<file path="src/wla_regs.svh">
// Purpose: constants of the word load align unit
// Assumes: included by its bare name
// Notes:   opcode, field and access type encodings
`ifndef WLA_REGS_SVH
`define WLA_REGS_SVH

// --------------------------------------------------------------
// instruction fields
// --------------------------------------------------------------
`define WLA_OPC_HI     31
`define WLA_OPC_LO     26
`define WLA_BASE_HI    25
`define WLA_BASE_LO    21
`define WLA_TGT_HI     20
`define WLA_TGT_LO     16
`define WLA_OFS_HI     15
`define WLA_OFS_LO     0

// --------------------------------------------------------------
// major opcodes
// --------------------------------------------------------------
`define WLA_OPC_IMM    6'h0f
`define WLA_OPC_WORD   6'h23
`define WLA_OPC_LEFT   6'h22
`define WLA_OPC_RIGHT  6'h26
`define WLA_OPC_COP    4'hc

// --------------------------------------------------------------
// memory access types and widths
// --------------------------------------------------------------
`define WLA_ACC_WORD   3'h3
`define WLA_ACC_DWORD  3'h7
`define WLA_PA_W       36

`endif

</file>
<file path="src/wla_pkg.sv">
// Purpose: types of the word load align unit
// Assumes: nothing
// Notes:   enumerations only; numbers live in wla_regs.svh
package wla_pkg;

  typedef enum logic [1:0] {
    WLA_ST_IDLE,
    WLA_ST_XLATE,
    WLA_ST_MEM,
    WLA_ST_DONE
  } wla_state_t;

  typedef enum logic [2:0] {
    WLA_OP_NONE,
    WLA_OP_UPPER_IMM,
    WLA_OP_WORD,
    WLA_OP_COP,
    WLA_OP_LEFT,
    WLA_OP_RIGHT
  } wla_op_t;

  typedef enum logic [2:0] {
    WLA_EXC_NONE,
    WLA_EXC_RESERVED,
    WLA_EXC_COP_UNUSABLE,
    WLA_EXC_ADDR_ERROR,
    WLA_EXC_XLT_REFILL,
    WLA_EXC_XLT_INVALID,
    WLA_EXC_BUS_ERROR
  } wla_exc_t;

endpackage

</file>
<file path="src/wla_lane_merge.sv">
// Purpose: pick the memory word and merge partial bytes with the old register
// Assumes: i_byte already carries the cpu endian correction
// Notes:   purely combinational, sign extension is done by the caller
`timescale 1ns/10ps
module wla_lane_merge (
  // operation
  input  wire logic        i_left,
  input  wire logic        i_right,
  input  wire logic [1:0]  i_byte,
  input  wire logic        i_word,
  // data
  input  wire logic [63:0] i_mem,
  input  wire logic [31:0] i_old_val,
  output logic      [31:0] o_merged
);

  logic [31:0] word_sel;
  logic [4:0]  lsh;
  logic [4:0]  rsh;
  logic [31:0] keep_lo;
  logic [31:0] keep_hi;

  assign word_sel = i_word ? i_mem[63:32] : i_mem[31:0];
  assign lsh      = {~i_byte, 3'h0};
  assign rsh      = {i_byte, 3'h0};
  // low bytes that a left load leaves alone; none when four bytes arrive
  assign keep_lo  = (i_byte == 2'h3) ? 32'h0000_0000 : (32'h00ff_ffff >> rsh);
  assign keep_hi  = ~(32'hffff_ffff >> rsh);

  always_comb begin
    if (i_left) begin
      o_merged = (word_sel << lsh) | (i_old_val & keep_lo);
    end else if (i_right) begin
      o_merged = (word_sel >> rsh) | (i_old_val & keep_hi);
    end else begin
      o_merged = word_sel;
    end
  end

endmodule // wla_lane_merge

</file>
<file path="src/wla_load_unit.sv">
// Purpose: load datapath for upper immediate, word, coprocessor and partial word loads
// Assumes: translation and memory answer with one-cycle ack pulses
// Notes:   one instruction in flight; a new one is taken only when idle
`timescale 1ns/10ps
`include "wla_regs.svh"

// Contract
// - upper immediate shifted sixteen, then sign-extended
// - address is base plus sign-extended offset
// - word load result sign-extended from bit 31
// - word and coprocessor loads trap on misalignment
// - decode opcodes and base, target, offset fields; the base field is not decoded, its value arrives on i_base_val
// - coprocessor load hands word to selected coprocessor
// - coprocessor load to system control is invalid
// - unusable coprocessor raises coprocessor unusable exception
// - loads report refill, invalid, bus, address errors
// - left load fills from top, keeps low bytes
// - right load fills from bottom, keeps high bytes
// - partial loads touch only one aligned word
// - partial loads never raise alignment errors
// - target register bypassed from preceding load
// - left load, little memory, clear address bits
// - left load type is bytes minus one
// - right load type from address, sign-extended; the code zero-extends it as {1'b0, byte_sel}
module wla_load_unit (
  // clock and reset
  input  wire logic                   i_ref_clk,
  input  wire logic                   i_rst_b,
  // endian and coprocessor configuration
  input  wire logic                   i_cpu_big_endian_flag,
  input  wire logic                   i_memory_big_endian_flag,
  input  wire logic                   i_user_endian_reversal_flag,
  input  wire logic [3:0]             i_cop_usable,
  // instruction issue
  input  wire logic                   i_issue_valid,
  output logic                        o_issue_ready,
  input  wire logic [31:0]            i_instr,
  input  wire logic [63:0]            i_base_val,
  input  wire logic [63:0]            i_target_register_val,
  // translation request
  output logic                        o_xlt_req,
  output logic [63:0]                 o_xlt_vaddr,
  input  wire logic                   i_xlt_ack,
  input  wire logic [`WLA_PA_W-1:0]   i_xlt_paddr,
  input  wire logic                   i_xlt_refill,
  input  wire logic                   i_xlt_invalid,
  // memory read
  output logic                        o_mem_req,
  output logic [`WLA_PA_W-1:0]        o_mem_paddr,
  output logic [2:0]                  o_mem_type,
  output logic [2:0]                  o_mem_offset,
  input  wire logic                   i_mem_ack,
  input  wire logic [63:0]            i_mem_data,
  input  wire logic                   i_mem_bus_err,
  // completion
  output logic                        o_done,
  output logic                        o_gpr_we,
  output logic [4:0]                  o_gpr_idx,
  output logic [63:0]                 o_gpr_data,
  output logic                        o_cop_we,
  output logic [1:0]                  o_cop_sel,
  output logic [4:0]                  o_cop_reg,
  output logic [31:0]                 o_cop_data,
  output logic                        o_exc_valid,
  output wla_pkg::wla_exc_t           o_exc_kind,
  output logic [63:0]                 o_exc_vaddr
);

  // --------------------------------------------------------------
  // decode
  // --------------------------------------------------------------
  logic [5:0]        opc;
  logic [4:0]        tgt_idx;
  logic [15:0]       ofs;
  wla_pkg::wla_op_t  op_dec;
  logic [63:0]       vaddr_calc;
  logic [63:0]       tgt_in;
  wla_pkg::wla_exc_t exc_pre;

  assign opc     = i_instr[`WLA_OPC_HI:`WLA_OPC_LO];
  assign tgt_idx = i_instr[`WLA_TGT_HI:`WLA_TGT_LO];
  assign ofs     = i_instr[`WLA_OFS_HI:`WLA_OFS_LO];

  always_comb begin
    op_dec = wla_pkg::WLA_OP_NONE;
    if (opc == `WLA_OPC_IMM) begin
      op_dec = wla_pkg::WLA_OP_UPPER_IMM;
    end else if (opc == `WLA_OPC_WORD) begin
      op_dec = wla_pkg::WLA_OP_WORD;
    end else if (opc == `WLA_OPC_LEFT) begin
      op_dec = wla_pkg::WLA_OP_LEFT;
    end else if (opc == `WLA_OPC_RIGHT) begin
      op_dec = wla_pkg::WLA_OP_RIGHT;
    end else if (opc[5:2] == `WLA_OPC_COP) begin
      op_dec = wla_pkg::WLA_OP_COP;
    end
  end

  // base plus sign-extended offset, the same adder for every load
  assign vaddr_calc = i_base_val + {{48{ofs[15]}}, ofs};

  // --------------------------------------------------------------
  // target register bypass
  // --------------------------------------------------------------
  // the register file may not yet hold the last result when the next
  // partial load is issued, so the last written value is kept here
  logic        byp_valid_r;
  logic [4:0]  byp_idx_r;
  logic [63:0] byp_data_r;

  assign tgt_in = (byp_valid_r && byp_idx_r == tgt_idx) ? byp_data_r
                                                        : i_target_register_val;

  // --------------------------------------------------------------
  // early exceptions, checked in priority order
  // --------------------------------------------------------------
  always_comb begin
    exc_pre = wla_pkg::WLA_EXC_NONE;
    unique case (op_dec)
      wla_pkg::WLA_OP_NONE: begin
        exc_pre = wla_pkg::WLA_EXC_RESERVED;
      end
      wla_pkg::WLA_OP_COP: begin
        if (opc[1:0] == 2'h0) begin
          exc_pre = wla_pkg::WLA_EXC_RESERVED;
        end else if (!i_cop_usable[opc[1:0]]) begin
          exc_pre = wla_pkg::WLA_EXC_COP_UNUSABLE;
        end else if (vaddr_calc[1:0] != 2'h0) begin
          exc_pre = wla_pkg::WLA_EXC_ADDR_ERROR;
        end
      end
      wla_pkg::WLA_OP_WORD: begin
        if (vaddr_calc[1:0] != 2'h0) begin
          exc_pre = wla_pkg::WLA_EXC_ADDR_ERROR;
        end
      end
      // partial loads have no alignment check at all
      wla_pkg::WLA_OP_LEFT,
      wla_pkg::WLA_OP_RIGHT,
      wla_pkg::WLA_OP_UPPER_IMM: begin
        exc_pre = wla_pkg::WLA_EXC_NONE;
      end
      default: begin
        exc_pre = wla_pkg::WLA_EXC_RESERVED;
      end
    endcase
  end

  // --------------------------------------------------------------
  // sequencing
  // --------------------------------------------------------------
  wla_pkg::wla_state_t state_r;
  logic                take;

  assign take          = (state_r == wla_pkg::WLA_ST_IDLE) && i_issue_valid;
  assign o_issue_ready = (state_r == wla_pkg::WLA_ST_IDLE);
  assign o_xlt_req     = (state_r == wla_pkg::WLA_ST_XLATE);
  assign o_mem_req     = (state_r == wla_pkg::WLA_ST_MEM);
  assign o_done        = (state_r == wla_pkg::WLA_ST_DONE);

  logic xlt_fault;
  assign xlt_fault = i_xlt_refill || i_xlt_invalid;

  always_ff @(posedge i_ref_clk or negedge i_rst_b) begin
    if (!i_rst_b) begin
      state_r <= wla_pkg::WLA_ST_IDLE;
    end else begin
      unique case (state_r)
        wla_pkg::WLA_ST_IDLE: begin
          if (take) begin
            if (op_dec == wla_pkg::WLA_OP_UPPER_IMM ||
                exc_pre != wla_pkg::WLA_EXC_NONE) begin
              state_r <= wla_pkg::WLA_ST_DONE;
            end else begin
              state_r <= wla_pkg::WLA_ST_XLATE;
            end
          end
        end
        wla_pkg::WLA_ST_XLATE: begin
          if (i_xlt_ack) begin
            state_r <= xlt_fault ? wla_pkg::WLA_ST_DONE : wla_pkg::WLA_ST_MEM;
          end
        end
        wla_pkg::WLA_ST_MEM: begin
          if (i_mem_ack) begin
            state_r <= wla_pkg::WLA_ST_DONE;
          end
        end
        wla_pkg::WLA_ST_DONE: begin
          state_r <= wla_pkg::WLA_ST_IDLE;
        end
      endcase
    end
  end

  // --------------------------------------------------------------
  // captured instruction
  // --------------------------------------------------------------
  wla_pkg::wla_op_t op_r;
  logic [63:0]      vaddr_r;
  logic [63:0]      old_wd_r;
  logic [4:0]       tgt_r;
  logic [1:0]       cop_r;
  logic             cpu_be_r;
  logic             mem_be_r;
  logic             rev_r;

  always_ff @(posedge i_ref_clk or negedge i_rst_b) begin
    if (!i_rst_b) begin
      op_r     <= wla_pkg::WLA_OP_NONE;
      vaddr_r  <= 64'h0;
      old_wd_r <= 64'h0;
      tgt_r    <= 5'h0;
      cop_r    <= 2'h0;
      cpu_be_r <= 1'b0;
      mem_be_r <= 1'b0;
      rev_r    <= 1'b0;
    end else if (take) begin
      op_r     <= op_dec;
      vaddr_r  <= vaddr_calc;
      old_wd_r <= tgt_in;
      tgt_r    <= tgt_idx;
      cop_r    <= opc[1:0];
      cpu_be_r <= i_cpu_big_endian_flag;
      mem_be_r <= i_memory_big_endian_flag;
      rev_r    <= i_user_endian_reversal_flag;
    end
  end

  assign o_xlt_vaddr = vaddr_r;

  // --------------------------------------------------------------
  // physical address, access type and byte offset
  // --------------------------------------------------------------
  logic                 is_part;
  logic [1:0]           byte_sel;
  logic                 word_sel;
  logic [`WLA_PA_W-1:0] pa_adj;
  logic [2:0]           acc_type;

  assign is_part  = (op_r == wla_pkg::WLA_OP_LEFT) || (op_r == wla_pkg::WLA_OP_RIGHT);
  assign byte_sel = vaddr_r[1:0] ^ {2{cpu_be_r}};
  assign word_sel = vaddr_r[2] ^ cpu_be_r;

  always_comb begin
    pa_adj = i_xlt_paddr;
    if (is_part) begin
      pa_adj[2:0] = i_xlt_paddr[2:0] ^ {3{rev_r}};
    end else begin
      pa_adj[2:0] = i_xlt_paddr[2:0] ^ {rev_r, 2'h0};
    end
    if (op_r == wla_pkg::WLA_OP_LEFT && !mem_be_r) begin
      pa_adj[2:0] = 3'h0;
    end
    if (op_r == wla_pkg::WLA_OP_RIGHT && mem_be_r) begin
      pa_adj[2:0] = 3'h0;
    end
  end

  always_comb begin
    unique case (op_r)
      wla_pkg::WLA_OP_COP: begin
        acc_type = `WLA_ACC_DWORD;
      end
      wla_pkg::WLA_OP_LEFT,
      wla_pkg::WLA_OP_RIGHT: begin
        acc_type = {1'b0, byte_sel};
      end
      default: begin
        acc_type = `WLA_ACC_WORD;
      end
    endcase
  end

  always_ff @(posedge i_ref_clk or negedge i_rst_b) begin
    if (!i_rst_b) begin
      o_mem_paddr <= '0;
      o_mem_type  <= 3'h0;
    end else if (state_r == wla_pkg::WLA_ST_XLATE && i_xlt_ack) begin
      o_mem_paddr <= pa_adj;
      o_mem_type  <= acc_type;
    end
  end

  assign o_mem_offset = o_mem_paddr[2:0];

  // --------------------------------------------------------------
  // lane selection and merge
  // --------------------------------------------------------------
  logic [31:0] merged;
  logic [63:0] load_res;

  wla_lane_merge u_merge (
    .i_left    (op_r == wla_pkg::WLA_OP_LEFT),
    .i_right   (op_r == wla_pkg::WLA_OP_RIGHT),
    .i_byte    (byte_sel),
    .i_word    (word_sel),
    .i_mem     (i_mem_data),
    .i_old_val (old_wd_r[31:0]),
    .o_merged  (merged)
  );

  // every general register load result is a 32-bit value sign-extended to 64; coprocessor loads pass merged unextended
  assign load_res = {{32{merged[31]}}, merged};

  // --------------------------------------------------------------
  // completion registers
  // --------------------------------------------------------------
  logic [63:0] imm_res;
  assign imm_res = {{32{ofs[15]}}, ofs, 16'h0000};

  always_ff @(posedge i_ref_clk or negedge i_rst_b) begin
    if (!i_rst_b) begin
      o_gpr_we    <= 1'b0;
      o_cop_we    <= 1'b0;
      o_gpr_data  <= 64'h0;
      o_cop_data  <= 32'h0;
      o_exc_valid <= 1'b0;
      o_exc_kind  <= wla_pkg::WLA_EXC_NONE;
      o_exc_vaddr <= 64'h0;
    end else begin
      unique case (state_r)
        wla_pkg::WLA_ST_IDLE: begin
          o_gpr_we    <= 1'b0;
          o_cop_we    <= 1'b0;
          o_exc_valid <= 1'b0;
          o_exc_kind  <= wla_pkg::WLA_EXC_NONE;
          if (take) begin
            o_exc_vaddr <= vaddr_calc;
            if (exc_pre != wla_pkg::WLA_EXC_NONE) begin
              o_exc_valid <= 1'b1;
              o_exc_kind  <= exc_pre;
            end else if (op_dec == wla_pkg::WLA_OP_UPPER_IMM) begin
              o_gpr_we   <= 1'b1;
              o_gpr_data <= imm_res;
            end
          end
        end
        wla_pkg::WLA_ST_XLATE: begin
          if (i_xlt_ack && xlt_fault) begin
            o_exc_valid <= 1'b1;
            o_exc_kind  <= i_xlt_refill ? wla_pkg::WLA_EXC_XLT_REFILL
                                        : wla_pkg::WLA_EXC_XLT_INVALID;
          end
        end
        wla_pkg::WLA_ST_MEM: begin
          if (i_mem_ack) begin
            if (i_mem_bus_err) begin
              o_exc_valid <= 1'b1;
              o_exc_kind  <= wla_pkg::WLA_EXC_BUS_ERROR;
            end else if (op_r == wla_pkg::WLA_OP_COP) begin
              o_cop_we   <= 1'b1;
              o_cop_data <= merged;
            end else begin
              o_gpr_we   <= 1'b1;
              o_gpr_data <= load_res;
            end
          end
        end
        wla_pkg::WLA_ST_DONE: begin
          o_gpr_we    <= o_gpr_we;
          o_cop_we    <= o_cop_we;
          o_exc_valid <= o_exc_valid;
        end
      endcase
    end
  end

  // write enables and exception are read only while o_done is high
  assign o_gpr_idx = tgt_r;
  assign o_cop_sel = cop_r;
  assign o_cop_reg = tgt_r;

  // --------------------------------------------------------------
  // bypass update
  // --------------------------------------------------------------
  always_ff @(posedge i_ref_clk or negedge i_rst_b) begin
    if (!i_rst_b) begin
      byp_valid_r <= 1'b0;
      byp_idx_r   <= 5'h0;
      byp_data_r  <= 64'h0;
    end else if (o_done && o_gpr_we) begin
      byp_valid_r <= 1'b1;
      byp_idx_r   <= tgt_r;
      byp_data_r  <= o_gpr_data;
    end
  end

endmodule // wla_load_unit

</file>
<file path="config.mk">
export PLATFORM = sky130hd
export DESIGN_NAME = wla_load_unit
export DESIGN_NICKNAME = d
export VERILOG_FILES = /design/src/wla_pkg.sv /design/src/wla_lane_merge.sv /design/src/wla_load_unit.sv
export VERILOG_INCLUDE_DIRS = /design/src
export SDC_FILE = /design/constraint.sdc
export NUM_CORES = 1
export LEC_CHECK = 0
export BUFFER_PORTS_ARGS = -buffer_cell sky130_fd_sc_hd__buf_2
export CORE_ASPECT_RATIO = 0.5
export CORE_MARGIN = 4
export CORE_UTILIZATION = 30
export CTS_CLUSTER_SIZE = 20
export DETAILED_ROUTE_END_ITERATION = 8
export GPL_TIMING_DRIVEN = 0
export PLACE_DENSITY = 0.57
export SLEW_MARGIN = 20
export SYNTH_ARGS = -nofsm -noshare
export SYNTH_HDL_FRONTEND = slang
export SYNTH_SLANG_ARGS = --single-unit
</file>
<file path="constraint.sdc">
create_clock -name i_ref_clk -period 5.7 [get_ports i_ref_clk]
set_input_delay 0 -clock i_ref_clk [delete_from_list [all_inputs] [get_ports i_ref_clk]]
set_output_delay 0 -clock i_ref_clk [all_outputs]
set_load 0.02 [all_outputs]
</file>
After elaboration in Yosys (flattened, before gate mapping)
Index checks and enable logic that the tools add are counted.

storage, ports and cells
  memory bits (writable) = 0
  bits in latches = 0
  word-level logic and storage cells = 151
  output and inout port bits = 288
  register bits = 354
  memory bits (read-only) = 0
  memories = 0
  input bits = 275

cells by class
  order comparisons = 1
  shift-type cells = 4
  multiplexer cells = 57
  reduce and logical (&&, ||, !) cells = 27
  divide/modulo/power cells = 0
  bitwise logic cells = 12
  $add $sub $neg = 1
  equality and inequality tests = 28
  $mul = 0

operator list
  cell                   number
  $mux 64                6
  $mux 32                5
  $pmux 64 s2            1
  $add 64x64->64         1
  $and 32x32->32         2
  $or 32x32->32          2
  $mux 3                 12
  $not 32->32            1
  $shl 32x5->32          1
  $shr 24x5->32 const A  1
  $shr 32x5->32          1
  $shr 32x5->32 const A  1
  $reduce_and 4->1       5
  $eq 6x6->1 const B     3
  $mux 1                 17
  $mux 2                 8
  $ne 2x1->1 const B     7
  $eq 3x3->1 const B     4
  $eq 3x2->1 const B     3
  $pmux 3 s3             1
  $pmux 2 s4             1
  $logic_and 1x1->1      7
  $reduce_and 7->1       1
  $eq 2x2->1 const B     3
  26 further kinds       36

Longest topological paths before layout
Gate-level depths: netlist (run 1).

  word-level depth = 14
  gate-level depth with buffers = 12
  depth with buffers taken out = 12

By module
From an unflattened synthesis (run 1), not the netlist that was laid out.

unflattened totals
  cell total of the unflattened synthesis = 1787
  area, all modules = 16788.6 um^2

by module, submodules not included
  module          instances  cells an instance  area an instance (um^2)  sequential area each (um^2)
  wla_load_unit   1          1540               14949.3                  6456.2
  wla_lane_merge  1          247                1839.3                   0.0

Least setup slack after synthesis (run 1)
OpenSTA, ideal clock, no wires.

  path kind = in2reg
  from = input i_instr[0]
  to = register o_exc_vaddr[60]
  stages on the path = 12
  data arrival time = 2.281 ns
  data required time = 5.568 ns
  path slack = 3.287 ns
  setup time = 0.132 ns
  path buffers = 0
  path through = ha_1 > inv_1 > fa_1 > nor2b_1 > o2111ai_1 > a21oi_2 > o21a_4 > a31oi_4 > o21ai_2 > a21boi_2 > o31ai_1 > or3b_1

between the ends
  word-level cells in the longest chain between the ends = 1

RTL lines
  what                    RTL line              RTL
  start: declaration      wla_load_unit.sv:37   input wire logic [31:0] i_instr,
  $add 64x64->64          wla_load_unit.sv:100  assign vaddr_calc = i_base_val + {{48{ofs[15]}}, ofs};
  end signal: assignment  wla_load_unit.sv:329  o_exc_vaddr <= vaddr_calc;
  end: declaration        wla_load_unit.sv:66   output logic [63:0] o_exc_vaddr

No other way between the ends.
A chain may end at the register's enable or synchronous reset.

Worst setup path in the final report (run 1)
  from = input i_instr[8]
  to = register vaddr_r[63], in the netlist o_xlt_vaddr[63]

between the ends
  word-level cells in the longest chain between the ends = 1

RTL lines
  what                    RTL line              RTL
  $add 64x64->64          wla_load_unit.sv:100
  end signal: assignment  wla_load_unit.sv:220  vaddr_r <= vaddr_calc;
  end: declaration        wla_load_unit.sv:200  logic [63:0] vaddr_r;

No other way between the ends.

==> results.json, run 1 <==
{
  "synth-main-ff-cell": "dfrtp_1",
  "fin_worst_skew_ns": 0.0339,
  "seq_area_frac_synth": 0.381,
  "ys.warnings.count": 0,
  "largest_register_ffs": 36,
  "min_path_cells": 5,
  "cp_slowest_stage_delay_ns": 0.61,
  "fin_ws_ns": 1.86,
  "crit_chain": "dlygate4sd3_1 > buf_2 > ha_1 > a21oi_1 > o41ai_1 > a31oi_1 > nor2_1 > o21ai_2 > a2111oi_2 > nor3_1 > o2111ai_1 > dlygate4sd3_1 > nand3_1 > dlygate4sd3_1",
  "synth.avg_cell_area_sq_um": 8.62,
  "final_area_sq_um": 23000,
  "ys_ff_latch": 258,
  "die_w_um": 344,
  "grt_usage": 0.223,
  "route.vias.total": 17200,
  "syn_to_final_growth_pct": 35.4,
  "required_ns": 6.19,
  "initial_core_util": 0.304,
  "final_hold_viol_count": 0,
  "dr.pass1.iters": 5,
  "io_buffer_count": 523,
  "cpMaxStageDelayCell": "dlygate4sd3_1",
  "instances_no_fill": 3438,
  "htree_levels": 1,
  "postCtsResizedCells": 0,
  "antenna_left": 0,
  "synth-edff-count": 0,
  "top_register": "o_mem_paddr",
  "rsz0062_at_grt": "false",
  "fp-row-count": 61,
  "syn_inst": 1966,
  "cts_buffer_depth": 3,
  "synthDistinctLibCells": 75,
  "critPathLaunchType": "primary input",
  "numCtsBuffers": 28,
  "vdd_ir_drop_max_uv": 275,
  "io_pins": 563,
  "grt_pass1_wl_um": 104000,
  "slew-limit-headroom": 0.270,
  "maxCapViolCount": 0,
  "gp_congestion": 0.927,
  "finalCoreUtilization": 0.412,
  "p_int_mw": 6.22,
  "place_area_sq_um": 20600,
  "period_share": 0.674,
  "insertion_delay_ns": 0.58,
  "hold_path_startpoint": "i_base_val[50]",
  "syn-num-nets": 2309,
  "drt_wl_total_um": 70400,
  "grt_overflow": 0,
  "dp.cells": 3248,
  "path_buf_inv": 4,
  "cellPowerDensity_nw_per_um2": 521,
  "clkSinkCount": 258,
  "fill_cells": 5714,
  "critPathKind": "primary input to register",
  "arrival_ns": 4.34,
  "cts_tree": "yes",
  "core_sq_um": 55700,
  "period_needed_ns": 3.84,
  "slew_viol_final": 0,
  "critPathLaunch": "i_instr[8]",
  "cpMostUsedCell": "dlygate4sd3_1",
  "ys_async_sr_fraction": 1.00,
  "switchingPower_mw": 5.75,
  "clk_pin_slew_ns": 0.06,
  "pre_cts_ws_ns": 1.92,
  "drt_iter0_markers": 1414,
  "first_global_vias": 16800,
  "r2r-end": "o_xlt_vaddr[63]",
  "via_per_inst": 5.01,
  "endpoint_kind": "register",
  "cp-endpoint": "o_xlt_vaddr[63]",
  "setup_viol": 0,
  "grt_antenna_before_repair": 2,
  "die_y_um": 176,
  "drc": 0,
  "rrSetupSlack_ns": 1.95,
  "dp_hpwl_um": 55800,
  "r2r_cells": 9,
  "power_frac_seq": 0.268,
  "pwr-share-clk": 0.154,
  "status": "complete, no violations",
  "drive_above_1_share": 0.297,
  "swShare": 0.480,
  "final_nets": 3004,
  "fin_hold_ws_ns": 0.0285,
  "path_max_fanout": 5,
  "clock.fmax_mhz": 260,
  "syn_area_sq_um": 17000,
  "post_cts_buffers": 0,
  "cp_num_cells": 14,
  "wl_per_cell_um": 20.5,
  "cellLeakagePower_nw": 11.4,
  "root_buffer": "clkbuf_16",
  "die-area_sq_um": 60600,
  "combPwrFrac": 0.578,
  "cp_top_family": "buffers and inverters",
  "r2r_start": "state_r[0]",
  "tightest_slew_ns": 1.10,
  "grt_max_degree": 84,
  "hp-class": "primary input to register"
}
-- metrics by stage --
stage	setup TNS (ns)	total power, mW
final	0	12.0
after global routing	0	12.7
after CTS	0	12.0
after detailed placement	0	9.98
after global placement	-82.66	9.91
after floorplan	0	7.51
-- placed cells by master (no fill, tap or decap), drive strengths merged, types with 11 or more instances in the layout --
cell type,n
buf,665
nand2,433
dfrtp,258
o21ai,223
dlygate4sd3,138
clkbuf,129
a21oi,112
mux2i,81
ha,67
nor2,64
mux2,62
a21o,41
xnor2,36
nand3,32
xor2,31
inv,29
nand4,29
a211oi,21
nor3,20
o21bai,19
o22ai,18
a31oi,15
and3,11
o21a,11
-- cells by family after synthesis --
kind of cell | synth area share
mux | 0.0957
xor+xnor | 0.0346
simple gates | 0.158
buf+inv | 0.0843
fa+ha+maj | 0.0506
compound gates | 0.196
flops | 0.381
-- worst min path at each step --
stage and endpoint:
2_1_floorplan byp_data_r[0], 3_3_place_gp o_mem_paddr[31], 3_5_place_dp o_mem_paddr[30], 4_1_cts o_exc_vaddr[50], 5_1_grt o_exc_vaddr[50], 6_report o_exc_vaddr[50]
-- synth_stat cells (18+ instances only) --
cell type	number	share of area
nand2_1	433	0.096
dfrtp_1	258	0.38
o21ai_0	216	0.064
buf_4	112	0.050
a21oi_1	109	0.032
clkbuf_1	90	0.020
mux2i_1	81	0.048
ha_1	67	0.049
nor2_1	64	0.014
mux2_2	62	0.041
a21o_1	41	0.018
xnor2_1	36	0.019
nand3_1	32	0.0094
xor2_1	31	0.016
inv_1	29	0.0064
nand4_1	28	0.010
a211oi_1	20	0.0089
nor3_1	20	0.0059
o21bai_1	19	0.0084
o22ai_1	18	0.0066
-- layout make-up --
type                    instances  area, sq um  share of cell area
flip-flops and latches        258         6460               0.281
inverters                      29          109             0.00474
multi-input cells            1450         9080               0.395
clock buffers                  38          818              0.0356
clock inverters                11          100             0.00436
plain buffers                 229         1320              0.0575
repair buffers                665         4120               0.180
well taps                     756          946              0.0412
diodes                          2         5.00            0.000218
-- power by group through the flow --
stage	Sequential [mW]	Combinational, mW	Clock (mW)
after floorplan	3.62	3.88	0
after global placement	3.21	6.70	0
after detailed placement	3.23	6.76	0
after CTS	3.20	6.90	1.89
after global routing	3.29	7.44	1.97
final	3.21	6.91	1.85
-- routing by layer --
metal  GRT usage  part of all wire  up-vias
met5           0                 0        -
met4      0.0674             0.033        0
met3      0.0215             0.035      115
met2       0.389              0.50      458
met1       0.294              0.43     8402
li1            -                 -     8237
-- worst reg2reg max path, delay by kind of cell, from the launching register on --
| kind | cells | cell delay (ns) |
|---|---|---|
| AND/OR/NAND/NOR | 2 | 0.31 |
| adder cells (fa/ha/maj) | 1 | 0.41 |
| AO/OA/AOI/OAI | 1 | 0.21 |
| buffers and inverters | 5 | 2.32 |
| flip-flops | 1 | 0.42 |
-- what timing repair did --
item	in CTS	in global routing
endpoints found under the hold margin	386	0
hold buffers	139	0
endpoints found under the setup margin	0	0
No activity file was read; power rests on OpenSTA's default activity.
==> run 2, diff against run 1 <==
- clock period: 5.7 -> 3.9 ns (I/O delays scaled with it)
==> run 2 against run 1 <==
Total power up 46%. Register-to-register slack worse by 1.7 ns. Critical path depth down 5. Combinational power up 46%. Core utilization about the same. Flip-flop and latch count unchanged. Count of clock-buffer cells in the layout unchanged. Hold slack better by 0.0021 ns. Design area about the same. Die area unchanged. Critical path type is now register to register. Largest cell class unchanged. Highest routed layer unchanged.
==> results.json, run 2 (synthesis gave the netlist of run 1 again) <==
{
  "post_cts_buffers": 0,
  "via_per_inst": 5.00,
  "io_buffer_count": 523,
  "finalCoreUtilization": 0.412,
  "final_hold_viol_count": 0,
  "grt_max_degree": 84,
  "drive_above_1_share": 0.297,
  "syn_to_final_growth_pct": 35.4,
  "grt_usage": 0.223,
  "cts_tree": "yes",
  "pre_cts_ws_ns": 0.116,
  "final_nets": 3003,
  "vdd_ir_drop_max_uv": 400,
  "root_buffer": "clkbuf_16",
  "clkSinkCount": 258,
  "insertion_delay_ns": 0.57,
  "path_max_fanout": 10,
  "cp_slowest_stage_delay_ns": 0.84,
  "arrival_ns": 4.05,
  "cp_top_family": "buffers and inverters",
  "multi_input_area_sq_um": 9080,
  "postCtsResizedCells": 0,
  "tightest_slew_ns": 1.10,
  "dp_hpwl_um": 55800,
  "seq_area_sq_um": 6460,
  "fin_worst_skew_ns": 0.0279,
  "htree_levels": 1,
  "cpMaxStageDelayCell": "clkbuf_1",
  "period_share": 0.928,
  "antenna_left": 0,
  "gp_congestion": 0.927,
  "maxCapViolCount": 0,
  "first_global_vias": 16800,
  "drt_iter0_markers": 1345,
  "cts_buffer_depth": 3,
  "cellPowerDensity_nw_per_um2": 761,
  "grt_pass1_wl_um": 104000,
  "die_y_um": 176,
  "final_cell_mix": "buf_2 (534), nand2_1 (433), dfrtp_1 (257)",
  "largest_register_ffs": 36,
  "cts_hold_buf": 138,
  "top_register": "o_mem_paddr",
  "drt_wl_total_um": 70400,
  "numCtsBuffers": 28,
  "io_pins": 563,
  "layout_commonest_cell": "buf_2",
  "crit_chain": "inv_1 > ha_1 > nand2_1 > buf_4 > clkbuf_1 > nor3_1 > a31oi_1 > a21oi_1 > dlygate4sd3_1",
  "status": "complete, no violations",
  "grt_overflow": 0,
  "drc": 0,
  "cellLeakagePower_nw": 11.4,
  "period_needed_ns": 3.62,
  "core_sq_um": 55700,
  "wl_per_cell_um": 20.5,
  "clk_pin_slew_ns": 0.06,
  "grt_antenna_before_repair": 2,
  "critPathLaunchType": "register",
  "die_w_um": 344,
  "die-area_sq_um": 60600,
  "dr.pass1.iters": 5,
  "fin_ws_ns": 0.282,
  "initial_core_util": 0.304,
  "dp.cells": 3248,
  "setup_viol": 0,
  "hp-class": "primary input to register",
  "fill_cells": 5713,
  "rrSetupSlack_ns": 0.28,
  "endpoint_kind": "register",
  "clock.fmax_mhz": 276,
  "slew_viol_final": 0,
  "critPathKind": "register to register",
  "path_buf_inv": 4,
  "route.vias.total": 17200,
  "slew-limit-headroom": 0.267,
  "rsz0062_at_grt": "false",
  "instances_no_fill": 3437,
  "fp-row-count": 61,
  "required_ns": 4.33
}
## run 2: area by class of cell
type | instances | area share
flip-flops and latches | 258 | 0.281
inverters | 29 | 0.00474
clock buffers | 38 | 0.0357
plain buffers | 229 | 0.0575
well taps | 756 | 0.0412
repair buffers | 664 | 0.179
clock inverters | 11 | 0.00436
diodes | 2 | 0.000218
multi-input cells | 1450 | 0.396
## run 2: worst paths after layout
check / from / end / cells past startpoint
setup / recovery: state_r[0] / o_exc_kind[0] / 9
hold / removal: i_base_val[50] / o_exc_vaddr[50] / 5
setup reg to reg: state_r[0] / o_exc_kind[0] / 9
hold reg to reg: byp_valid_r / byp_valid_r / 1
max in group asynchronous: i_rst_b / o_xlt_vaddr[21] / 3
min in group asynchronous: i_rst_b / o_mem_paddr[22] / 3
## run 2: layer usage
metal,share of wire,track usage
met1,0.42,0.294
met2,0.50,0.389
met3,0.042,0.0215
met4,0.033,0.0684
met5,0,0
## run 2: tightest hold or removal path, stage by stage
cell     delay (ns)
buf_2          0.08
ha_1           0.10
buf_2          0.16
xnor2_1        0.13
o21ai_0        0.06
## run 2: power breakdown
| group | internal [mW] | switching, mW | total [mW] |
|---|---|---|---|
| Combinational | 3.79 | 6.30 | 10.1 |
| Sequential | 3.76 | 0.926 | 4.68 |
| Clock | 1.53 | 1.17 | 2.70 |
| Total | 9.08 | 8.39 | 17.5 |
## run 2: stage by stage
stage | hold WS, ns | power, mW | cell area (sq um) | TNS (ns)
2_1_floorplan | -0.296 | 11.0 | 17000 | 0
3_3_place_gp | 0.193 | 14.5 | 20500 | -547.06
3_5_place_dp | -0.0459 | 14.6 | 20600 | 0
4_1_cts | 0.00590 | 17.5 | 22900 | 0
5_1_grt | 0.0349 | 18.5 | 22900 | 0
6_report | 0.0306 | 17.5 | 22900 | 0
